==> src/clock_ctl_pkg.sv <==
/*
 * Constants shared by the clock mode and output routing control logic:
 * register indices, field positions, encodings, reset values and timing.
 * Assumes a single 100 MHz core clock and no other clock domain.
 */
package clock_ctl_pkg;
	localparam int CLK_PERIOD_NS = 10;
	// activity watchdog on reference and input clock samples
	localparam int ACT_TIMEOUT_NS = 20000;
	localparam int ACT_TIMEOUT_CYC = ACT_TIMEOUT_NS / CLK_PERIOD_NS;
	localparam int ACT_CNT_W = $clog2(ACT_TIMEOUT_CYC + 1);
	localparam int BOOT_CYC = 4;
	localparam int INIT_TOGGLES = 3;
	localparam int RATIO_W = 32;
	localparam int FRACN_W = 48;

	// register indices on the plain register port
	localparam logic [3:0] REG_GLOBAL = 4'h0;
	localparam logic [3:0] REG_MODAL = 4'h1;
	localparam logic [3:0] REG_RATIO0 = 4'h2;
	localparam logic [3:0] REG_RATIO3 = 4'h5;
	localparam logic [3:0] REG_STATUS = 4'h6;
	localparam logic [31:0] GLOBAL_RST = 32'h0000_0000;
	localparam logic [15:0] MODAL_RST = 16'h0000;
	localparam logic [31:0] RATIO_RST = 32'h0010_0000;

	// global register fields
	localparam int G_LOCK_STYLE = 0;
	localparam int G_KEEP_CLK = 1;
	localparam int G_FORMAT = 2;
	localparam int G_DIV_LO = 3;
	localparam int G_FUNC_LO = 5;
	// modal set: 4 bits per mode, shift select low, aux source high
	localparam int MODAL_SET_W = 4;
	localparam int MODAL_SRC_LO = 2;

	// aux source codes
	localparam logic [1:0] AUX_REF = 2'h0;
	localparam logic [1:0] AUX_INPUT = 2'h1;
	localparam logic [1:0] AUX_PLL = 2'h2;
	localparam logic [1:0] AUX_LOCK = 2'h3;
	// special pin function codes
	localparam logic [2:0] FN_DIS_MAIN = 3'h0;
	localparam logic [2:0] FN_DIS_AUX = 3'h1;
	localparam logic [2:0] FN_DIS_BOTH = 3'h2;
	localparam logic [2:0] FN_RMOD = 3'h3;
	localparam logic [2:0] FN_RSV_LAST = 3'h6;
	localparam logic [2:0] FN_FORCE_PLL = 3'h7;
	// reference divider codes
	localparam logic [1:0] DIV_BY4 = 2'h0;
	localparam logic [1:0] DIV_BY2 = 2'h1;
	// ratio format
	localparam logic FMT_HIGH_MULT = 1'b0;
	localparam int FMT_PAD = 8;
endpackage : clock_ctl_pkg

==> src/pin_sync.sv <==
/*
 * Three-stage pin synchroniser with agreement filter.
 * Assumes inputs are asynchronous to core_clk; output is a registered level.
 */
`timescale 1ns/1ps
`default_nettype none
module pin_sync #(
	parameter int W = 1
) (
	input wire logic core_clk,
	input wire logic rst,
	input wire logic [W-1:0] pin,
	output logic [W-1:0] level
);
	typedef struct packed {
		logic [W-1:0] s1;
		logic [W-1:0] s2;
		logic [W-1:0] s3;
		logic [W-1:0] q;
	} sync_type;

	sync_type st_r;
	sync_type st_nxt;

	// a bit moves only when stages two and three agree
	always_comb
	begin
		st_nxt = st_r;
		st_nxt.s1 = pin;
		st_nxt.s2 = st_r.s1;
		st_nxt.s3 = st_r.s2;
		st_nxt.q = (st_r.s2 & st_r.s3) | (st_r.q & (st_r.s2 ^ st_r.s3));
	end

	always_ff @(posedge core_clk or posedge rst)
	begin
		if (rst)
			st_r <= '0;
		else
			st_r <= st_nxt;
	end

	assign level = st_r.q;
endmodule : pin_sync
`default_nettype wire

==> src/clean_gate.sv <==
/*
 * Glitch-free gate for a sampled clock level.
 * Assumes clk_lvl is already synchronised to core_clk.
 */
`timescale 1ns/1ps
`default_nettype none
module clean_gate (
	input wire logic core_clk,
	input wire logic rst,
	input wire logic clk_lvl,
	input wire logic enable,
	output logic gated,
	output logic en_state
);
	typedef struct packed {
		logic en;
		logic out;
	} gate_type;

	gate_type st_r;
	gate_type st_nxt;

	// enable moves only in the low phase, so no period is cut short
	always_comb
	begin
		st_nxt = st_r;
		if (!clk_lvl)
			st_nxt.en = enable;
		st_nxt.out = clk_lvl & st_r.en;
	end

	always_ff @(posedge core_clk or posedge rst)
	begin
		if (rst)
			st_r <= '0;
		else
			st_r <= st_nxt;
	end

	assign gated = st_r.out;
	assign en_state = st_r.en;
endmodule : clean_gate
`default_nettype wire

==> src/clock_mode_output_control.sv <==
/*
 * Mode pin decode, ratio selection and output routing of the clock multiplier.
 * Assumes the PLL core supplies a lock level, and that reference, input and
 * PLL clocks arrive as pins sampled on core_clk (well below its rate).
 */
`timescale 1ns/1ps
`default_nettype none
module clock_mode_output_control (
	input wire logic core_clk,
	input wire logic rst,
	input wire logic mode_select_low_pin,
	input wire logic mode_select_high_pin,
	input wire logic special_function_pin,
	input wire logic timing_reference_source,
	input wire logic freq_reference_input,
	input wire logic pll_clock,
	input wire logic pll_locked,
	input wire logic field_programmed,
	input wire logic [3:0] reg_addr,
	input wire logic [31:0] reg_wdata,
	input wire logic reg_wr,
	input wire logic reg_rd,
	output logic [31:0] reg_rdata,
	output logic main_clk_out,
	output logic main_clk_oe,
	output logic aux_out,
	output logic aux_oe,
	output logic [31:0] effective_ratio,
	output logic [47:0] fracn_value,
	output logic relock_req
);
	localparam int NSYNC = 7;
	localparam int NACT = 2;

	typedef enum logic [1:0] {BOOT, WAIT_TOGGLES, RUN} init_type;

	typedef struct packed {
		logic [31:0] glob;
		logic [15:0] modal;
		logic [3:0][31:0] ratio;
		logic [31:0] rdata;
		init_type init;
		logic [2:0] boot_cnt;
		logic fprog;
		logic [1:0] toggles;
		logic [1:0] mode_prev;
		logic m2_prev;
		logic [1:0] act_src;
		logic lock_seen;
		logic [NACT-1:0][clock_ctl_pkg::ACT_CNT_W-1:0] act_cnt;
		logic [NACT-1:0] act_prev;
		logic [NACT-1:0] present;
		logic [31:0] eff;
		logic [47:0] fracn;
		logic relock;
		logic main_out;
		logic main_oe;
		logic aux_out;
		logic aux_oe;
	} state_type;

	state_type st_r;
	state_type st_nxt;

	logic [NSYNC-1:0] sync_lvl;
	logic [1:0] q_mode;
	logic q_m2;
	logic q_ref;
	logic q_in;
	logic q_pll;
	logic q_strap;
	logic main_gated;
	logic main_gate_en;
	logic aux_gated;
	logic aux_gate_en;
	logic aux_lvl;
	logic [2:0] fn;
	logic [1:0] src_want;
	logic [1:0] shift_sel;
	logic main_dis;
	logic aux_dis;
	logic rmod_on;
	logic main_want;
	logic init_ok;

	// every pin, clocks included, enters through the agreement synchroniser
	pin_sync #(.W(NSYNC)) u_sync (
		.core_clk(core_clk),
		.rst(rst),
		.pin({field_programmed, pll_clock, freq_reference_input, timing_reference_source,
			special_function_pin, mode_select_high_pin, mode_select_low_pin}),
		.level(sync_lvl)
	);
	assign q_mode = sync_lvl[1:0];
	assign q_m2 = sync_lvl[2];
	assign q_ref = sync_lvl[3];
	assign q_in = sync_lvl[4];
	assign q_pll = sync_lvl[5];
	assign q_strap = sync_lvl[6];

	// right shift by one to four places when the modifier is on
	function automatic logic [31:0] apply_rmod(input logic [31:0] r, input logic on, input logic [1:0] sel);
		logic [2:0] sh;
		sh = {1'b0, sel} + 3'h1;
		return on ? (r >> sh) : r;
	endfunction : apply_rmod

	// normalise to 28.20 and undo the reference divider
	function automatic logic [47:0] to_fracn(input logic [31:0] r, input logic fmt, input logic [1:0] div);
		logic [47:0] n;
		n = (fmt == clock_ctl_pkg::FMT_HIGH_MULT) ? {8'h00, r, 8'h00} : {16'h0000, r};
		if (div == clock_ctl_pkg::DIV_BY4)
			n = n << 2;
		else if (div == clock_ctl_pkg::DIV_BY2)
			n = n << 1;
		return n;
	endfunction : to_fracn

	// level of an aux source code, lock code carries no clock
	function automatic logic src_level(input logic [1:0] s, input logic r, input logic i, input logic p);
		case (s)
			clock_ctl_pkg::AUX_REF: return r;
			clock_ctl_pkg::AUX_INPUT: return i;
			clock_ctl_pkg::AUX_PLL: return p;
			default: return 1'b0;
		endcase
	endfunction : src_level

	// global function field shared by all four modes; shift select taken per mode from the modal set
	assign fn = st_r.glob[clock_ctl_pkg::G_FUNC_LO +: 3];
	assign shift_sel = st_r.modal[q_mode * clock_ctl_pkg::MODAL_SET_W +: 2];
	assign main_dis = q_m2 && (fn == clock_ctl_pkg::FN_DIS_MAIN || fn == clock_ctl_pkg::FN_DIS_BOTH);
	assign aux_dis = q_m2 && (fn == clock_ctl_pkg::FN_DIS_AUX || fn == clock_ctl_pkg::FN_DIS_BOTH);
	assign rmod_on = q_m2 && (fn == clock_ctl_pkg::FN_RMOD);
	assign init_ok = (st_r.init == RUN);
	assign main_want = init_ok && !main_dis && (pll_locked || st_r.glob[clock_ctl_pkg::G_KEEP_CLK]);
	assign aux_lvl = src_level(st_r.act_src, q_ref, q_in, q_pll);

	// override to pll clock when the pin is high under function 111
	always_comb
	begin
		if (q_m2 && fn == clock_ctl_pkg::FN_FORCE_PLL)
			src_want = clock_ctl_pkg::AUX_PLL;
		else
			src_want = st_r.modal[q_mode * clock_ctl_pkg::MODAL_SET_W + clock_ctl_pkg::MODAL_SRC_LO +: 2];
	end

	clean_gate u_main_gate (
		.core_clk(core_clk),
		.rst(rst),
		.clk_lvl(q_pll),
		.enable(main_want),
		.gated(main_gated),
		.en_state(main_gate_en)
	);

	clean_gate u_aux_gate (
		.core_clk(core_clk),
		.rst(rst),
		.clk_lvl(aux_lvl),
		.enable(init_ok && !aux_dis),
		.gated(aux_gated),
		.en_state(aux_gate_en)
	);

	// next state of the whole block
	always_comb
	begin
		st_nxt = st_r;
		st_nxt.rdata = '0;
		st_nxt.relock = 1'b0;
		st_nxt.mode_prev = q_mode;
		st_nxt.m2_prev = q_m2;

		// register port; unmapped reads return zero
		if (reg_wr)
		begin
			if (reg_addr == clock_ctl_pkg::REG_GLOBAL)
				st_nxt.glob = reg_wdata;
			else if (reg_addr == clock_ctl_pkg::REG_MODAL)
				st_nxt.modal = reg_wdata[15:0];
			else if (reg_addr >= clock_ctl_pkg::REG_RATIO0 && reg_addr <= clock_ctl_pkg::REG_RATIO3)
				st_nxt.ratio[2'(reg_addr - clock_ctl_pkg::REG_RATIO0)] = reg_wdata;
		end
		if (reg_rd)
		begin
			if (reg_addr == clock_ctl_pkg::REG_GLOBAL)
				st_nxt.rdata = st_r.glob;
			else if (reg_addr == clock_ctl_pkg::REG_MODAL)
				st_nxt.rdata = {16'h0000, st_r.modal};
			else if (reg_addr >= clock_ctl_pkg::REG_RATIO0 && reg_addr <= clock_ctl_pkg::REG_RATIO3)
				st_nxt.rdata = st_r.ratio[2'(reg_addr - clock_ctl_pkg::REG_RATIO0)];
			else if (reg_addr == clock_ctl_pkg::REG_STATUS)
				st_nxt.rdata = {22'h000000, st_r.act_src, aux_gate_en, main_gate_en, q_mode,
					init_ok, st_r.present, st_r.lock_seen};
		end

		// strap caught once the synchroniser has filled
		case (st_r.init)
			BOOT:
			begin
				st_nxt.boot_cnt = st_r.boot_cnt + 3'h1;
				if (st_r.boot_cnt == 3'(clock_ctl_pkg::BOOT_CYC))
				begin
					st_nxt.fprog = q_strap;
					st_nxt.init = q_strap ? WAIT_TOGGLES : RUN;
				end
			end
			WAIT_TOGGLES:
			begin
				if (q_mode != st_r.mode_prev)
					st_nxt.toggles = st_r.toggles + 2'h1;
				if (st_nxt.toggles == 2'(clock_ctl_pkg::INIT_TOGGLES))
					st_nxt.init = RUN;
			end
			RUN: st_nxt.init = RUN;
			default: st_nxt.init = BOOT;
		endcase

		// activity watchdogs on reference and input clock samples
		for (int k = 0; k < NACT; k++)
		begin
			st_nxt.act_prev[k] = (k == 0) ? q_ref : q_in;
			if (st_nxt.act_prev[k] != st_r.act_prev[k])
				st_nxt.act_cnt[k] = '0;
			else if (st_r.act_cnt[k] != clock_ctl_pkg::ACT_CNT_W'(clock_ctl_pkg::ACT_TIMEOUT_CYC))
				st_nxt.act_cnt[k] = st_r.act_cnt[k] + 1'b1;
			st_nxt.present[k] = (st_nxt.act_cnt[k] != clock_ctl_pkg::ACT_CNT_W'(clock_ctl_pkg::ACT_TIMEOUT_CYC));
		end

		// restart lock on mode change, ratio-affecting pin change or lost clock
		if (st_r.init != BOOT && q_mode != st_r.mode_prev)
			st_nxt.relock = 1'b1;
		if (q_m2 != st_r.m2_prev && fn >= clock_ctl_pkg::FN_RMOD && fn <= clock_ctl_pkg::FN_RSV_LAST)
			st_nxt.relock = 1'b1;
		if ((st_r.present & ~st_nxt.present) != '0)
			st_nxt.relock = 1'b1;

		// lock view only refreshed while the reference is alive
		if (st_r.present[0])
			st_nxt.lock_seen = pll_locked;

		// ratio path
		st_nxt.eff = apply_rmod(st_r.ratio[q_mode], rmod_on, shift_sel);
		st_nxt.fracn = to_fracn(st_r.eff, st_r.glob[clock_ctl_pkg::G_FORMAT],
			st_r.glob[clock_ctl_pkg::G_DIV_LO +: 2]);

		// source switch: between ref and pll only in a common low phase
		if (src_want != st_r.act_src)
		begin
			if ((src_want == clock_ctl_pkg::AUX_REF || src_want == clock_ctl_pkg::AUX_PLL) &&
				(st_r.act_src == clock_ctl_pkg::AUX_REF || st_r.act_src == clock_ctl_pkg::AUX_PLL))
			begin
				if (!q_ref && !q_pll)
					st_nxt.act_src = src_want;
			end
			else
				st_nxt.act_src = src_want;
		end

		// main pin: gated clock, tri-stated by the special pin
		st_nxt.main_out = main_gated;
		st_nxt.main_oe = !main_dis;

		// aux pin: gated clock or unlock indicator per lock pin style
		if (st_r.act_src == clock_ctl_pkg::AUX_LOCK)
		begin
			if (!st_r.glob[clock_ctl_pkg::G_LOCK_STYLE])
			begin
				st_nxt.aux_out = !st_r.lock_seen;
				st_nxt.aux_oe = !aux_dis;
			end
			else
			begin
				st_nxt.aux_out = 1'b0;
				st_nxt.aux_oe = !aux_dis && !st_r.lock_seen;
			end
		end
		else
		begin
			st_nxt.aux_out = aux_gated;
			st_nxt.aux_oe = !aux_dis;
		end
	end

	always_ff @(posedge core_clk or posedge rst)
	begin
		if (rst)
		begin
			st_r <= '0;
			st_r.glob <= clock_ctl_pkg::GLOBAL_RST;
			st_r.modal <= clock_ctl_pkg::MODAL_RST;
			st_r.ratio <= {4{clock_ctl_pkg::RATIO_RST}};
			st_r.init <= BOOT;
		end
		else
			st_r <= st_nxt;
	end

	assign reg_rdata = st_r.rdata;
	assign main_clk_out = st_r.main_out;
	assign main_clk_oe = st_r.main_oe;
	assign aux_out = st_r.aux_out;
	assign aux_oe = st_r.aux_oe;
	assign effective_ratio = st_r.eff;
	assign fracn_value = st_r.fracn;
	assign relock_req = st_r.relock;
endmodule : clock_mode_output_control
`default_nettype wire

==> config.mk <==
export PLATFORM = sky130hd
export DESIGN_NAME = clock_mode_output_control
export DESIGN_NICKNAME = d
export VERILOG_FILES = /design/src/clock_ctl_pkg.sv /design/src/pin_sync.sv /design/src/clean_gate.sv /design/src/clock_mode_output_control.sv
export SDC_FILE = /design/constraint.sdc
export NUM_CORES = 1
export LEC_CHECK = 0
export BUFFER_PORTS_ARGS = -buffer_cell sky130_fd_sc_hd__buf_2
export CAP_MARGIN = 15
export CORE_MARGIN = 2
export CORE_UTILIZATION = 41
export DETAILED_ROUTE_END_ITERATION = 10
export HOLD_SLACK_MARGIN = 0.12
export SKIP_LAST_GASP = 1
export SYNTH_ARGS = -nofsm -noshare
export SYNTH_HDL_FRONTEND = slang
export SYNTH_SLANG_ARGS = --single-unit
==> constraint.sdc <==
create_clock -name core_clk -period 14.4 [get_ports core_clk]
set_input_delay 2.88 -clock core_clk [delete_from_list [all_inputs] [get_ports core_clk]]
set_output_delay 2.88 -clock core_clk [all_outputs]
set_load 0.01 [all_outputs]
==> results.sh <==
export IMPL_p_sw_w=0.00109
export IMPL_ir_drop_mv=0.0716
export IMPL_syn_area_per_cell_um2=13.3
export IMPL_endpoint_kind="flip-flop"
export IMPL_grt_pass1_wl_um=65100
export IMPL_timing_final_crit_share_pct=39.6
export IMPL_async_flop_share_pct=100
export IMPL_path_common_cell="buf_4"
export IMPL_wire_per_inst_um=21.0
export IMPL_nFillCells=3896
export IMPL_synth_cell_type_count=62
export IMPL_rsz0062_at_grt="false"
export IMPL_worst_pin_slew_ns=1.04
export IMPL_sequentialPowerShare_pct=42.4
export IMPL_synth_area_leaders="dfrtp_1, mux2_2, mux4_2"
export IMPL_synth_edf_count=0
export IMPL_regToRegSetupSlack_ns=11.61
export IMPL_grt_pass1_vias=11000
export IMPL_max_stage_delay_ns=0.76
export IMPL_final_area_um2=19600
export IMPL_cts_tree="built"
export IMPL_finalMaxSlewViolations=0
export IMPL_yosys_area_top_type="dfrtp_1"
export IMPL_critPathTopFamily="buffers and inverters"
export IMPL_cts_hold_buf=0
export IMPL_placed_area_um2=18300
export IMPL_slowest_stage="nor3_4"
export IMPL_ant_nets=0
export IMPL_synth_seq_cells=358
export IMPL_crit_path_start_kind="primary input"
export IMPL_ctsLongestPathBuffers=3
export IMPL_clock_sinks=358
export IMPL_crit_path_cell_trace="buf_2 -> buf_4 -> xnor2_1 -> nor2_2 -> buf_4 -> nand2_1 -> nor3_4 -> buf_4 -> mux2_1"
export IMPL_post_cts_resized=0
export IMPL_crit_type="in -> reg"
export IMPL_setup_viol=0
export IMPL_synth_top_area_share_pct=49.7
export IMPL_clock_skew_ns=0.0165
export IMPL_vias=10700
export IMPL_coreArea_um2=43000
export IMPL_crit_fanout=40
export IMPL_synth_area_um2=17800
export IMPL_clkTransAtPathRegs_ns=0.05
export IMPL_nNetsFinal=1438
export IMPL_dieHeight_um=212
export IMPL_port_buffers=158
export IMPL_setup_tns_ns=0
export IMPL_power_density_nw_per_um2=178
export IMPL_vias_per_cell=5.38
export IMPL_synthCells=1340
export IMPL_rows=76
export IMPL_clk_latency_ns=0.55
export IMPL_h_tree_depth=2
export IMPL_hp_class="reg -> reg"
export IMPL_dp_hpwl_um=27500
export IMPL_power_frac_comb_pct=28.6
export IMPL_outcome="completed"
export IMPL_yosysSeqAreaShare_pct=50.3
export IMPL_drt_total_wl_um=41700
export IMPL_fmax_mhz=175
export IMPL_register_area_um2=8970
export IMPL_hold_viol_final=0
export IMPL_ys_warnings_count=0
export IMPL_p_int_w=0.00240
export IMPL_cap_violations=0
export IMPL_critPathArrivalTime_ns=6.11
export IMPL_fp_dieW_um=212
export IMPL_place_congestion=0.811
export IMPL_antenna_found_initial=9
export IMPL_p_clk_share_pct=29.1
export IMPL_drc=0
export IMPL_dp_cells=1915
export IMPL_syn_to_final_growth_pct=10.2
export IMPL_crit_buf_inv=4
export IMPL_drive_gt1_share_pct=39.1
export IMPL_maxSlewHeadroom_pct=30.5
export IMPL_fin_crit_ns=5.70
export IMPL_leakagePower_nw=8.68
export IMPL_final_cells=1989
export IMPL_multi_input_comb_area_um2=7600
export IMPL_die_area_um2=45100
export IMPL_postCtsSetupBuffers=0
export IMPL_gr_total_overflow=0
export IMPL_clockRootBuffer="clkbuf_16"
export IMPL_ios=165
export IMPL_drt_iter0_markers=749
export IMPL_start_util_pct=41.4
export IMPL_drt_pass1_iter_count=5
export IMPL_worstPathRequired_ns=14.81
export IMPL_grt_max_degree=182
export IMPL_cts_made_buffers=41
export IMPL_ys_flop_type="dfrtp_1"
export IMPL_switching_share_pct=31.2
export IMPL_grtUsageTotal_pct=18.9
cell usage in the layout (no fill, tap or decap), types with 7 or more instances in the layout:
| cell | count |
|---|---|
| nor3_1 | 8 |
| a31oi_1 | 11 |
| nor2_1 | 74 |
| clkbuf_1 | 13 |
| buf_4 | 17 |
| dfrtp_1 | 351 |
| o21ai_0 | 39 |
| mux4_2 | 81 |
| clkbuf_16 | 43 |
| ha_1 | 17 |
| mux2_1 | 22 |
| buf_2 | 158 |
| a21oi_1 | 21 |
| and2_1 | 10 |
| mux2_2 | 209 |
| a22oi_1 | 29 |
| nand4_1 | 7 |
| a21o_1 | 8 |
| nor2b_1 | 8 |
| inv_1 | 16 |
| xor2_1 | 8 |
| mux2i_1 | 40 |
| xnor2_1 | 21 |
| mux4_1 | 12 |
| nand2_1 | 77 |
| nand3_1 | 8 |
flip-flops by register name (all words and copies together), names as in the netlist:
register              count
u_main_gate.en_state      1
u_main_gate.gated         1
effective_ratio          32
st_r                    212
main_clk_oe               1
fn                        3
main_clk_out              1
relock_req                1
aux_oe                    1
u_sync.st_nxt            14
u_aux_gate.en_state       1
reg_rdata                32
u_sync.level              7
fracn_value              42
u_sync.st_r               7
u_aux_gate.gated          1
aux_out                   1
layer usage:
layer / part of all wire, % / GRT usage, % / routed length (um) / vias to the layer above
li1: - / - / - / 4819
met1: 44 / 26.0 / 18500 / 5502
met2: 47 / 30.1 / 19800 / 288
met3: 5.5 / 3.93 / 2300 / 75
met4: 2.5 / 5.74 / 1030 / 12
met5: 0.17 / 0 / 72 / -
through the flow:
stage               hold WS (ns)  setup slack, ns  total power, W  utilization [%]
floorplan                  0.331             1.59         0.00229                -
global placement           0.334             8.13         0.00247             42.6
detailed placement         0.336             8.06         0.00250             42.6
CTS                        0.348             8.61         0.00353             45.6
global route               0.347             8.41         0.00370             45.6
finish                     0.347             8.70         0.00349             45.7
power groups by stage:
stage	clock network [W]	logic (W)	registers (W)
after global routing	0.00109	0.00110	0.00151
after detailed placement	0	0.00100	0.00149
after global placement	0	0.000985	0.00148
after CTS	0.00105	0.00101	0.00148
final	0.00101	0.000997	0.00148
after floorplan	0	0.000885	0.00140
layout make-up:
cell class / instances / area share, %
diodes: 3 / 0.0382
repair buffers: 176 / 4.78
clock inverters: 9 / 0.516
inverters: 17 / 0.363
clock buffers: 62 / 6.15
flip-flops and latches: 358 / 45.7
multi-input cells: 779 / 38.7
well taps: 585 / 3.73
cells by family after synthesis:
kind of cell	count (synthesis)	share of synthesized area (%)
xor+xnor	29	1.43
flops	358	50.3
simple gates	227	5.89
compound gates	135	4.95
other cells	1	0.0211
buf+inv	208	7.26
fa+ha+maj	17	1.19
mux	365	28.9
cells in the mapped netlist, types with 3 or more instances:
cell      count
a211oi_1      4
a21o_1        8
a21oi_1      21
a222oi_1      6
a22oi_1      29
a31oi_1      11
and2_1       10
and3_1        3
buf_1        11
buf_2        18
buf_4       114
buf_6         6
clkbuf_1     41
dfrtp_1     354
dfstp_2       4
ha_1         17
inv_1        17
mux2_1       22
mux2_2      209
mux2i_1      40
mux4_1       12
mux4_2       81
nand2_1      78
nand2b_1      3
nand3_1       8
nand4_1       7
nor2_1       76
nor2b_1       8
nor3_1        8
nor4_1        4
o21ai_0      39
or2_2         5
or3_1         3
xnor2_1      21
xor2_1        8
final timing paths:
| check | from | end | cells after the start |
|---|---|---|---|
| max | reg_addr[1] | st_r[249]$_DFFE_PP0P_ | 9 |
| min | u_sync.st_nxt[20]$_DFF_PP0_ | u_sync.st_nxt[13]$_DFF_PP0_ | 0 |
| max reg2reg | u_sync.level[0]$_DFF_PP0_ | effective_ratio[23]$_DFF_PP0_ | 4 |
| min reg2reg | u_sync.st_nxt[20]$_DFF_PP0_ | u_sync.st_nxt[13]$_DFF_PP0_ | 0 |
| max in group asynchronous | rst | u_sync.level[0]$_DFF_PP0_ | 4 |
| min in group asynchronous | rst | reg_rdata[4]$_DFF_PP0_ | 2 |
No activity file was read; power rests on OpenSTA's default activity.
